$ cat config.mk
export PLATFORM = sky130hd
export DESIGN_NAME = kes_top
export DESIGN_NICKNAME = d
export VERILOG_FILES = /design/src/rtl/kes_pkg.sv /design/src/rtl/kes_top.sv
export SDC_FILE = /design/constraint.sdc
export NUM_CORES = 1
export LEC_CHECK = 0
export BUFFER_PORTS_ARGS = -buffer_cell sky130_fd_sc_hd__buf_2
export CORE_MARGIN = 4
export CORE_UTILIZATION = 45
export CTS_BUF_LIST = sky130_fd_sc_hd__clkbuf_8
export CTS_CLUSTER_SIZE = 12
export DETAILED_ROUTE_END_ITERATION = 8
export SYNTH_ARGS = -nofsm -noshare
export SYNTH_HDL_FRONTEND = slang
export SYNTH_SLANG_ARGS = --single-unit
export TNS_END_PERCENT = 30
$ cat constraint.sdc
create_clock -name aclk -period 4.45 [get_ports aclk]
set_clock_uncertainty 0.2 [all_clocks]
set_input_delay 0.89 -clock aclk [delete_from_list [all_inputs] [get_ports aclk]]
set_output_delay 0.89 -clock aclk [all_outputs]
set_load 0.02 [all_outputs]
$ cat src/rtl/kes_pkg.sv
/*
 * kes_pkg: constants for the key function and event scheduler block.
 * assumes a 10 MHz system clock and an AXI4-Lite register bus.
 */
package kes_pkg;

	// ----------------------------------------------------------------
	// timing
	// ----------------------------------------------------------------
	localparam int CLK_KHZ = 10_000;
	localparam int HOLD_TIME_MS = 1000;
	localparam int DISP_TIME_MS = 1000;
	localparam int HOLD_CYCLES = HOLD_TIME_MS * CLK_KHZ;
	localparam int DISP_CYCLES = DISP_TIME_MS * CLK_KHZ;
	localparam int CNT_W = 24;

	// ----------------------------------------------------------------
	// register map (byte offsets)
	// ----------------------------------------------------------------
	localparam logic [7:0] OFS_CTRL = 8'h00;
	localparam logic [7:0] OFS_STATUS = 8'h04;
	localparam logic [7:0] OFS_CAL = 8'h08;
	localparam logic [7:0] OFS_SLOT0 = 8'h40;
	localparam int NUM_SLOTS = 14;
	localparam logic [31:0] CTRL_MASK = 32'h0000_1377;
	localparam logic [31:0] SLOT_MASK = 32'h070F_3F1F;
	localparam logic [31:0] CTRL_RESET = 32'h0000_0000;
	localparam logic [31:0] SLOT_RESET = 32'h0000_0000;

	// ctrl fields
	localparam int CTRL_KEY0_LSB = 0;
	localparam int CTRL_KEY1_LSB = 4;
	localparam int CTRL_AUXSEL_LSB = 8;
	localparam int CTRL_DEFCLK_BIT = 12;
	localparam logic [1:0] AUX_SEL_KEY = 2'h2;

	// slot fields
	localparam int SLOT_HOUR_LSB = 0;
	localparam int SLOT_MIN_LSB = 8;
	localparam int SLOT_DAY_LSB = 16;
	localparam int SLOT_ACT_LSB = 24;

	// status fields
	localparam int ST_RUN_BIT = 0;
	localparam int ST_ECO_BIT = 1;
	localparam int ST_AUX_BIT = 2;
	localparam int ST_TURBO_BIT = 3;
	localparam int ST_REC_BIT = 4;
	localparam int ST_MSG_LSB = 8;
	localparam int ST_SCAN_BIT = 12;

	// axi responses
	localparam logic [1:0] RESP_OKAY = 2'h0;
	localparam logic [1:0] RESP_SLVERR = 2'h2;

	// key function codes
	typedef enum logic [2:0] {
		KEY_OFF = 3'b000,
		KEY_AUX = 3'b001,
		KEY_ECO = 3'b010,
		KEY_STBY = 3'b011,
		KEY_TURBO = 3'b100,
		KEY_FORCE = 3'b101,
		KEY_HCLR = 3'b110,
		KEY_HREC = 3'b111
	} kes_key_e;

	// scheduled actions
	typedef enum logic [2:0] {
		ACT_OFF = 3'b000,
		ACT_ON = 3'b001,
		ACT_STBY = 3'b010,
		ACT_AUX_ON = 3'b011,
		ACT_AUX_OFF = 3'b100,
		ACT_DEFROST = 3'b101,
		ACT_ECO = 3'b110,
		ACT_NORMAL = 3'b111
	} kes_act_e;

	// display messages
	typedef enum logic [2:0] {
		MSG_NONE = 3'b000,
		MSG_NORMAL = 3'b001,
		MSG_ECO = 3'b010,
		MSG_DASH = 3'b011,
		MSG_REC_ON = 3'b100,
		MSG_REC_OFF = 3'b101
	} kes_msg_e;

	// day codes
	localparam logic [3:0] DAY_OFF = 4'h0;
	localparam logic [3:0] DAY_SAT = 4'h6;
	localparam logic [3:0] DAY_SUN = 4'h7;
	localparam logic [3:0] DAY_ALL = 4'h8;
	localparam logic [3:0] DAY_MON_FRI = 4'h9;
	localparam logic [3:0] DAY_MON_SAT = 4'hA;
	localparam logic [3:0] DAY_WEEKEND = 4'hB;

endpackage : kes_pkg

$ cat src/rtl/kes_top.sv
/*
 * kes_top: two configurable front-panel keys and a 14-slot weekly
 * event scheduler, with an AXI4-Lite register slave.
 * assumes key pins and calendar clock fields come from outside the
 * aclk domain; calendar weekday is 1 (monday) to 7 (sunday).
 */
// Implementation choices: the register offsets and the AXI4-Lite register port.
// Function
// - key code off adds no extra action
// - code 1 toggles aux if aux select 2
// - key aux force holds until next event
// - code 2 swaps eco/normal, shows setpoint 1s
// - code 3 toggles on/standby, beats events (code: only a same-cycle tie; a later event overrides it)
// - turbo key starts or stops turbo cycle
// - forced switch toggles on/standby till event
// - code 6 clears alarms, shows dashes 1s
// - code 7 toggles recording, shows label 1s
// - fourteen independent disableable event slots
// - slot holds hour, minute, day, action
// - day codes 1..7 are monday..sunday
// - day 8 all, 9 mon-fri, 10 mon-sat, 11 weekend
// - day code off never fires
// - action codes 1..7 map to commands
// - scheduled defrost needs clock defrost mode
// - manual change lasts until next event
`timescale 1ns/1ns
module kes_top #(
	parameter int HOLD_CYCLES = kes_pkg::HOLD_CYCLES,
	parameter int DISP_CYCLES = kes_pkg::DISP_CYCLES
) (
	// clock and reset
	input wire logic aclk,
	input wire logic aresetn,
	// axi4-lite write
	input wire logic [7:0] awaddr,
	input wire logic awvalid,
	output logic awready,
	input wire logic [31:0] wdata,
	input wire logic [3:0] wstrb,
	input wire logic wvalid,
	output logic wready,
	output logic [1:0] bresp,
	output logic bvalid,
	input wire logic bready,
	// axi4-lite read
	input wire logic [7:0] araddr,
	input wire logic arvalid,
	output logic arready,
	output logic [31:0] rdata,
	output logic [1:0] rresp,
	output logic rvalid,
	input wire logic rready,
	// front-panel keys, high while pressed
	input wire logic [1:0] key_pressed,
	// calendar clock
	input wire logic [4:0] cal_hour,
	input wire logic [5:0] cal_minute,
	input wire logic [2:0] cal_weekday,
	// controlled functions
	output logic run_on,
	output logic eco_mode,
	output logic aux_out,
	output logic turbo_active,
	output logic defrost_start,
	output logic alarm_clear,
	output logic alarm_rec_en,
	output kes_pkg::kes_msg_e disp_msg
);
	import kes_pkg::*;

	// ----------------------------------------------------------------
	// functions
	// ----------------------------------------------------------------
	function automatic logic day_hit(input logic [3:0] day, input logic [2:0] wd);
		case (day)
			DAY_ALL: day_hit = 1'b1;
			DAY_MON_FRI: day_hit = (wd >= 3'd1) && (wd <= 3'd5);
			DAY_MON_SAT: day_hit = (wd >= 3'd1) && (wd <= 3'd6);
			DAY_WEEKEND: day_hit = (wd == DAY_SAT[2:0]) || (wd == DAY_SUN[2:0]);
			DAY_OFF: day_hit = 1'b0;
			default: day_hit = (day <= DAY_SUN) && (day[2:0] == wd);
		endcase
	endfunction : day_hit

	function automatic logic [31:0] merge(input logic [31:0] old, input logic [31:0] nw,
		input logic [3:0] strb, input logic [31:0] mask);
		logic [31:0] res;
		res = old;
		for (int b = 0; b < 4; b++) begin
			res[8*b +: 8] = strb[b] ? nw[8*b +: 8] : res[8*b +: 8];
		end
		return res & mask;
	endfunction : merge

	// ----------------------------------------------------------------
	// pin synchronisers
	// ----------------------------------------------------------------
	logic [1:0] key_m_q, key_s_q;
	logic [13:0] cal_m_q, cal_s_q, cal_p_q;
	wire [13:0] cal_raw = {cal_hour, cal_minute, cal_weekday};
	// multi-bit time may tear on a change; act only once two samples agree
	wire cal_stable = (cal_s_q == cal_p_q);

	always_ff @(posedge aclk) begin
		if (!aresetn) begin
			key_m_q <= '0;
			key_s_q <= '0;
			cal_m_q <= '0;
			cal_s_q <= '0;
			cal_p_q <= '0;
		end else begin
			key_m_q <= key_pressed;
			key_s_q <= key_m_q;
			cal_m_q <= cal_raw;
			cal_s_q <= cal_m_q;
			cal_p_q <= cal_s_q;
		end
	end

	// ----------------------------------------------------------------
	// register file and axi slave
	// ----------------------------------------------------------------
	logic [31:0] ctrl_q, rdata_q, status_w;
	logic [31:0] slot_q [NUM_SLOTS];
	logic awready_q, wready_q, bvalid_q, arready_q, rvalid_q;
	logic [1:0] bresp_q, rresp_q;

	wire wr_go = awvalid && wvalid && !awready_q && !bvalid_q;
	wire ar_go = arvalid && !arready_q && !rvalid_q;
	wire [5:0] wr_idx = awaddr[7:2];
	wire [5:0] rd_idx = araddr[7:2];
	wire [5:0] slot_base = OFS_SLOT0[7:2];
	wire wr_slot = (wr_idx >= slot_base) && (wr_idx < slot_base + 6'(NUM_SLOTS));
	wire rd_slot = (rd_idx >= slot_base) && (rd_idx < slot_base + 6'(NUM_SLOTS));
	wire [3:0] wr_sn = 4'(wr_idx - slot_base);
	wire [3:0] rd_sn = 4'(rd_idx - slot_base);
	wire wr_ctrl = (awaddr[7:2] == OFS_CTRL[7:2]);
	wire wr_ro = (awaddr[7:2] == OFS_STATUS[7:2]) || (awaddr[7:2] == OFS_CAL[7:2]);
	wire wr_ok = wr_ctrl || wr_ro || wr_slot;
	wire rd_ctrl = (rd_idx == OFS_CTRL[7:2]);
	wire rd_stat = (rd_idx == OFS_STATUS[7:2]);
	wire rd_cal = (rd_idx == OFS_CAL[7:2]);
	wire rd_ok = rd_ctrl || rd_stat || rd_cal || rd_slot;
	wire [31:0] rd_word = rd_ctrl ? ctrl_q : rd_stat ? status_w :
		rd_cal ? {18'h0, cal_p_q} : rd_slot ? slot_q[rd_sn] : 32'h0000_0000;

	always_ff @(posedge aclk) begin
		if (!aresetn) begin
			awready_q <= 1'b0;
			wready_q <= 1'b0;
			bvalid_q <= 1'b0;
			bresp_q <= RESP_OKAY;
			arready_q <= 1'b0;
			rvalid_q <= 1'b0;
			rresp_q <= RESP_OKAY;
			rdata_q <= '0;
			ctrl_q <= CTRL_RESET;
			for (int i = 0; i < NUM_SLOTS; i++) begin
				slot_q[i] <= SLOT_RESET;
			end
		end else begin
			awready_q <= wr_go;
			wready_q <= wr_go;
			arready_q <= ar_go;
			if (awready_q) begin
				bvalid_q <= 1'b1;
				bresp_q <= wr_ok ? RESP_OKAY : RESP_SLVERR;
				if (wr_ctrl) begin
					ctrl_q <= merge(ctrl_q, wdata, wstrb, CTRL_MASK);
				end
				if (wr_slot) begin
					slot_q[wr_sn] <= merge(slot_q[wr_sn], wdata, wstrb, SLOT_MASK);
				end
			end else if (bready) begin
				bvalid_q <= 1'b0;
			end
			if (arready_q) begin
				rvalid_q <= 1'b1;
				rdata_q <= rd_word;
				rresp_q <= rd_ok ? RESP_OKAY : RESP_SLVERR;
			end else if (rready) begin
				rvalid_q <= 1'b0;
			end
		end
	end

	// ----------------------------------------------------------------
	// long-press detection
	// ----------------------------------------------------------------
	logic [CNT_W-1:0] hold_cnt_q [2];
	logic [1:0] held_q;
	logic [1:0] long_press;

	// fires once per press, at the threshold, never on a short press
	assign long_press[0] = key_s_q[0] && !held_q[0] && (hold_cnt_q[0] == CNT_W'(HOLD_CYCLES - 1));
	assign long_press[1] = key_s_q[1] && !held_q[1] && (hold_cnt_q[1] == CNT_W'(HOLD_CYCLES - 1));

	always_ff @(posedge aclk) begin
		if (!aresetn) begin
			held_q <= '0;
			hold_cnt_q[0] <= '0;
			hold_cnt_q[1] <= '0;
		end else begin
			for (int k = 0; k < 2; k++) begin
				if (!key_s_q[k]) begin
					hold_cnt_q[k] <= '0;
					held_q[k] <= 1'b0;
				end else if (long_press[k]) begin
					held_q[k] <= 1'b1;
				end else if (!held_q[k]) begin
					hold_cnt_q[k] <= hold_cnt_q[k] + 1'b1;
				end
			end
		end
	end

	// ----------------------------------------------------------------
	// event scan: one slot per cycle after each new minute
	// ----------------------------------------------------------------
	typedef enum logic [0:0] {
		SC_IDLE = 1'b0,
		SC_SCAN = 1'b1
	} kes_scan_e;
	kes_scan_e scan_q;
	logic [3:0] scan_idx_q;
	logic [13:0] last_q;

	// a fresh real time stamp starts one pass; weekday 0 is only the sync reset
	wire new_time = cal_stable && (cal_p_q != last_q) && (cal_p_q[2:0] != 3'h0) &&
		(scan_q == SC_IDLE);
	wire [31:0] cur_slot = slot_q[scan_idx_q];
	wire slot_hit = (scan_q == SC_SCAN) &&
		(cur_slot[SLOT_HOUR_LSB +: 5] == last_q[13:9]) &&
		(cur_slot[SLOT_MIN_LSB +: 6] == last_q[8:3]) &&
		day_hit(cur_slot[SLOT_DAY_LSB +: 4], last_q[2:0]);
	wire [2:0] hit_act = slot_hit ? cur_slot[SLOT_ACT_LSB +: 3] : ACT_OFF;

	always_ff @(posedge aclk) begin
		if (!aresetn) begin
			scan_q <= SC_IDLE;
			scan_idx_q <= '0;
			last_q <= '1;
		end else begin
			case (scan_q)
				SC_IDLE: begin
					if (new_time) begin
						last_q <= cal_p_q;
						scan_idx_q <= '0;
						scan_q <= SC_SCAN;
					end
				end
				SC_SCAN: begin
					if (scan_idx_q == 4'(NUM_SLOTS - 1)) begin
						scan_q <= SC_IDLE;
					end
					scan_idx_q <= scan_idx_q + 1'b1;
				end
				default: scan_q <= SC_IDLE;
			endcase
		end
	end

	// ----------------------------------------------------------------
	// function state: event first, then keys, so keys win a tie
	// ----------------------------------------------------------------
	logic run_q, eco_q, aux_q, turbo_q, def_q, clr_q, rec_q;
	logic run_d, eco_d, aux_d, turbo_d, def_d, clr_d, rec_d;
	kes_msg_e msg_q, msg_d;
	logic [CNT_W-1:0] disp_cnt_q;
	logic msg_load;
	wire [2:0] key_code [2];
	assign key_code[0] = ctrl_q[CTRL_KEY0_LSB +: 3];
	assign key_code[1] = ctrl_q[CTRL_KEY1_LSB +: 3];
	wire aux_by_key = (ctrl_q[CTRL_AUXSEL_LSB +: 2] == AUX_SEL_KEY);
	wire def_by_clock = ctrl_q[CTRL_DEFCLK_BIT];

	always_comb begin
		run_d = run_q;
		eco_d = eco_q;
		aux_d = aux_q;
		turbo_d = turbo_q;
		rec_d = rec_q;
		def_d = 1'b0;
		clr_d = 1'b0;
		msg_d = msg_q;
		msg_load = 1'b0;
		// a later event simply overwrites any manual setting
		case (hit_act)
			ACT_ON: run_d = 1'b1;
			ACT_STBY: run_d = 1'b0;
			ACT_AUX_ON: aux_d = 1'b1;
			ACT_AUX_OFF: aux_d = 1'b0;
			ACT_DEFROST: def_d = def_by_clock;
			ACT_ECO: eco_d = 1'b1;
			ACT_NORMAL: eco_d = 1'b0;
			default: run_d = run_d;
		endcase
		for (int k = 0; k < 2; k++) begin
			if (long_press[k]) begin
				case (key_code[k])
					KEY_AUX: aux_d = aux_by_key ? !aux_d : aux_d;
					KEY_ECO: begin
						eco_d = !eco_d;
						msg_d = eco_d ? MSG_ECO : MSG_NORMAL;
						msg_load = 1'b1;
					end
					KEY_STBY: run_d = !run_d;
					KEY_TURBO: turbo_d = !turbo_d;
					KEY_FORCE: run_d = !run_d;
					KEY_HCLR: begin
						clr_d = 1'b1;
						msg_d = MSG_DASH;
						msg_load = 1'b1;
					end
					KEY_HREC: begin
						rec_d = !rec_d;
						msg_d = rec_d ? MSG_REC_ON : MSG_REC_OFF;
						msg_load = 1'b1;
					end
					default: msg_load = msg_load;
				endcase
			end
		end
	end

	always_ff @(posedge aclk) begin
		if (!aresetn) begin
			{run_q, eco_q, aux_q, turbo_q, rec_q, def_q, clr_q} <= 7'h44;
		end else begin
			{run_q, eco_q, aux_q, turbo_q, rec_q, def_q, clr_q} <=
				{run_d, eco_d, aux_d, turbo_d, rec_d, def_d, clr_d};
		end
	end

	// message shown for the display time, then cleared
	always_ff @(posedge aclk) begin
		if (!aresetn) begin
			msg_q <= MSG_NONE;
			disp_cnt_q <= '0;
		end else if (msg_load) begin
			msg_q <= msg_d;
			disp_cnt_q <= CNT_W'(DISP_CYCLES - 1);
		end else if (disp_cnt_q != '0) begin
			disp_cnt_q <= disp_cnt_q - 1'b1;
		end else begin
			msg_q <= MSG_NONE;
		end
	end

	// ----------------------------------------------------------------
	// outputs
	// ----------------------------------------------------------------
	assign status_w = {19'h0, (scan_q == SC_SCAN), 1'b0, msg_q, 3'h0,
		rec_q, turbo_q, aux_q, eco_q, run_q};
	assign {awready, wready, bvalid, arready, rvalid} =
		{awready_q, wready_q, bvalid_q, arready_q, rvalid_q};
	assign {bresp, rresp, rdata} = {bresp_q, rresp_q, rdata_q};
	assign {run_on, eco_mode, aux_out, turbo_active} = {run_q, eco_q, aux_q, turbo_q};
	assign {defrost_start, alarm_clear, alarm_rec_en} = {def_q, clr_q, rec_q};
	assign disp_msg = msg_q;

endmodule : kes_top

==> impl_results.md <==
- Status: finished clean
- Design Area, Final: 27600 sq um
- Die area: 57000 sq um
- FFs w/ async S/R, synth: 0
- Vias in the first global route: 17060
- Met3 wire len: around 6.5 mm
- Routed WL: 70.0 mm
- Bufs and invs on worst path: 4
- Cells after DPL: around 2800
- WL met2: 32.8 mm
- GRT overflow: 0
- Core Region: ~53000 sq um
- Fin cells: between 2000 and 3000
- Distinct cells, synth: between 70 and 80
- Post-DR wirelength/cell: between 20 and 25 um
- Most common cell in the synthesized netlist: nor2_1
- Nets@finish: ~2300
- Cell taking the most area after synthesis: edfxtp_1
- Crit path kind: reg2reg
- Diodes inserted: 0
- Die height: around 240 um
- Maxcap violations: 0
- DP Area: between 20000 and 30000 sq um
- Post-DRT Antenna Nets: 0
- GRT Total Usage: 0.242
- Worst skew pair latency: around 0.67 ns
- Synth-to-layout area growth: 15.1%
- Worst Setup End Kind: register
- Area of the mapped netlist: ~24000 sq um
- Clock Pin Slew Worst Setup and Hold Paths: around 0.06 ns
- Slowest-stage cell, CP: mux4_1
- Top delay family on crit path: compound AO/OA/AOI/OAI gates
- Critical path peak fanout: 5
- Placer Congestion: a little over 0.9
- Proportion of synthesized chip area in sequential cells: 0.539
- Largest net degree at the start of global routing: 81
- Worst VDD drop: about 0.22 mV
- Top cells by area, synth: edfxtp_1 42%, dfxtp_1 12%, mux4_2 11%, nor2_1 6.1%, mux2i_1 2.5%
- CP max stage delay: between 0.5 and 0.6 ns
- CTS tree: built
- Wl on met1: around 29 mm
- Tmin final: 4.38 ns
- Layout cells sized above 1: 0.223
- Total CTS buffers: 82
- Top routing layer used: met4
- Routed via count: 17463
- Critical Path Start Type: register
- Synthesis-stage register bit count: about 480
- Cell Rows: 84
- Initial antenna violation count: 0
- Top cell type's share of synthesized area: 0.421
- DRC: 0
- Final Hold Viols: 0
- Die width: around 240 um
- Cells along the critical path: buf_12 > buf_12 > mux4_1 > mux2i_4 > nor3_1 > a2111oi_2 > o211ai_1 > buf_4 > a2111o_1 > and4bb_2 > nor2_4 > inv_2 > ha_4 > nand2_4 > nand2_4 > ha_4 > nor4_4 > a21oi_1 > o21ai_1 > a21oi_1
- Clk buf depth: 3
- TritonCTS Sinks: ~480
- Worst setup margin: roughly 0.072 ns
- Hold crit path type: in2reg
- Ys flop type: edfxtp_1
- Initial core utilization: 0.455
- Slew HR: 0.114
- Vias per std cell: a little under 6
- Least-Margin Pin Slew: approximately 1.3 ns
- Crit path DAT: about 4.7 ns
- Synth warn: 0
- First-pass GRT wire length: between 100 and 150 mm
- Port Buf Inserts: 96
- DR pass1 iterations: 6
- Final period util: 0.984
- Slew Limit Fails: 0
- PD cells: roughly 370 nW/um^2
- Root buf cell: clkbuf_8
- H-tree levels: 3
- Starting DRC count in detailed routing: just under 2000
- Synth Instances: 2032
- Achievable Freq: approximately 230 MHz
- Final setup vio count: 0
- Hold path startpoint: cal_minute[4]
- Avg Cell Area, Syn: between 10 and 15 sq um
- Pre-CTS setup slack: -0.258 ns
- Number of flops mapped to enable cells by yosys: 336
- RSZ-0062 raised after global routing: true
- Pleak: approximately 9.8 nW
- Top cells by count, synth: 388 x nor2_1, 336 x edfxtp_1, 141 x dfxtp_1
- Dpl hpwl: roughly 49 mm
- Required @ worst endpoint: around 4.8 ns
- Num ports: approximately 130
==> per-stage QoR <==
| step | total power, mW | hold WS [ns] | TNS [ns] | util |
|---|---|---|---|---|
| global route | 10.6 | 0.165 | -0.233 | 0.524 |
| finish | 10.2 | 0.221 | 0 | 0.524 |
| global placement | 6.24 | 0.224 | -0.375 | 0.488 |
| floorplan | 5.92 | 0.212 | 0 | - |
| detailed placement | 6.28 | 0.225 | -0.475 | 0.488 |
| CTS | 10.3 | 0.165 | -0.0159 | 0.521 |
==> cell type report <==
| type | count | area (sq um) |
|---|---|---|
| Fill cell | 4569 | 25100 |
| Timing Repair Buffer | 211 | 1550 |
| Tap cell | 688 | 861 |
| Clock buffer | 87 | 1200 |
| Inverter | 26 | 97.6 |
| Multi-Input combinational cell | 1408 | 10600 |
| Sequential cell | 477 | 12900 |
| Clock inverter | 61 | 418 |
==> routing by layer <==
layer,track usage,vias to the layer above
li1,-,7782
met1,0.332,8689
met2,0.387,857
met3,0.0598,135
met4,0.0682,0
met5,0,-
==> layout by cell type, fill, tap and decap left out, types with 9 or more instances in the layout <==
| cell type | instances |
|---|---|
| a21oi_1 | 53 |
| a31oi_1 | 10 |
| a32o_1 | 9 |
| and2_1 | 60 |
| and3_1 | 15 |
| buf_12 | 14 |
| buf_2 | 93 |
| buf_4 | 100 |
| clkbuf_8 | 87 |
| clkinv_1 | 11 |
| clkinv_2 | 11 |
| conb_1 | 49 |
| dfxtp_1 | 137 |
| edfxtp_1 | 336 |
| inv_1 | 52 |
| mux2_2 | 19 |
| mux2i_1 | 57 |
| mux4_2 | 130 |
| nand2_1 | 120 |
| nand2b_1 | 11 |
| nand3_1 | 45 |
| nand4_1 | 19 |
| nor2_1 | 387 |
| nor2b_1 | 23 |
| nor3_1 | 24 |
| nor4_1 | 16 |
| o211ai_1 | 11 |
| o21ai_0 | 91 |
| xnor2_1 | 44 |
| xor2_1 | 61 |
==> cells by family after synthesis <==
logic type                 share of synthesized area
other                                       0.000156
buffers and inverters                         0.0356
xor gates and xnor gates                      0.0384
DFF                                            0.539
and+or+nand+nor                                0.150
muxes                                          0.166
adders and majority gates                    0.00574
AOI/OAI and AO/OA                             0.0652
==> path summary, 6_finish.rpt <==
check        cells past startpoint          end  slack, ns
max reg2reg                     20  disp_msg[0]       0.07
min reg2reg                      1   cal_s_q[8]       0.23
max                             20  disp_msg[0]       0.07
min                              2   cal_m_q[7]       0.22
==> power breakdown <==
part / leakage (nW) / switching, mW / internal [mW]
clock: 0.935 / 1.85 / 2.12
combinational: 4.23 / 0.622 / 0.470
sequential: 4.65 / 0.157 / 4.96
total: 9.81 / 2.63 / 7.54
==> what timing repair did <==
item                                    4_1_cts  5_1_grt
pin swaps                                     9       19
endpoints found under the hold margin         0        0
resized for setup                            32       26
hold buffers                                  0        0
setup buffers                                 5        2
endpoints found under the setup margin        3        3
==> sequential cells by signal (all words and copies together) (netlist names), 2 cells and up, named ones only <==
register,count
cal_m_q,14
cal_p_q,14
cal_s_q,14
ctrl_q,9
disp_cnt_q,24
disp_msg,3
held_q,2
hold_cnt_q,48
key_m_q,2
key_s_q,2
last_q,14
rdata,21
scan_idx_q,4
slot_q,288
(Power assumes the default switching activity.)
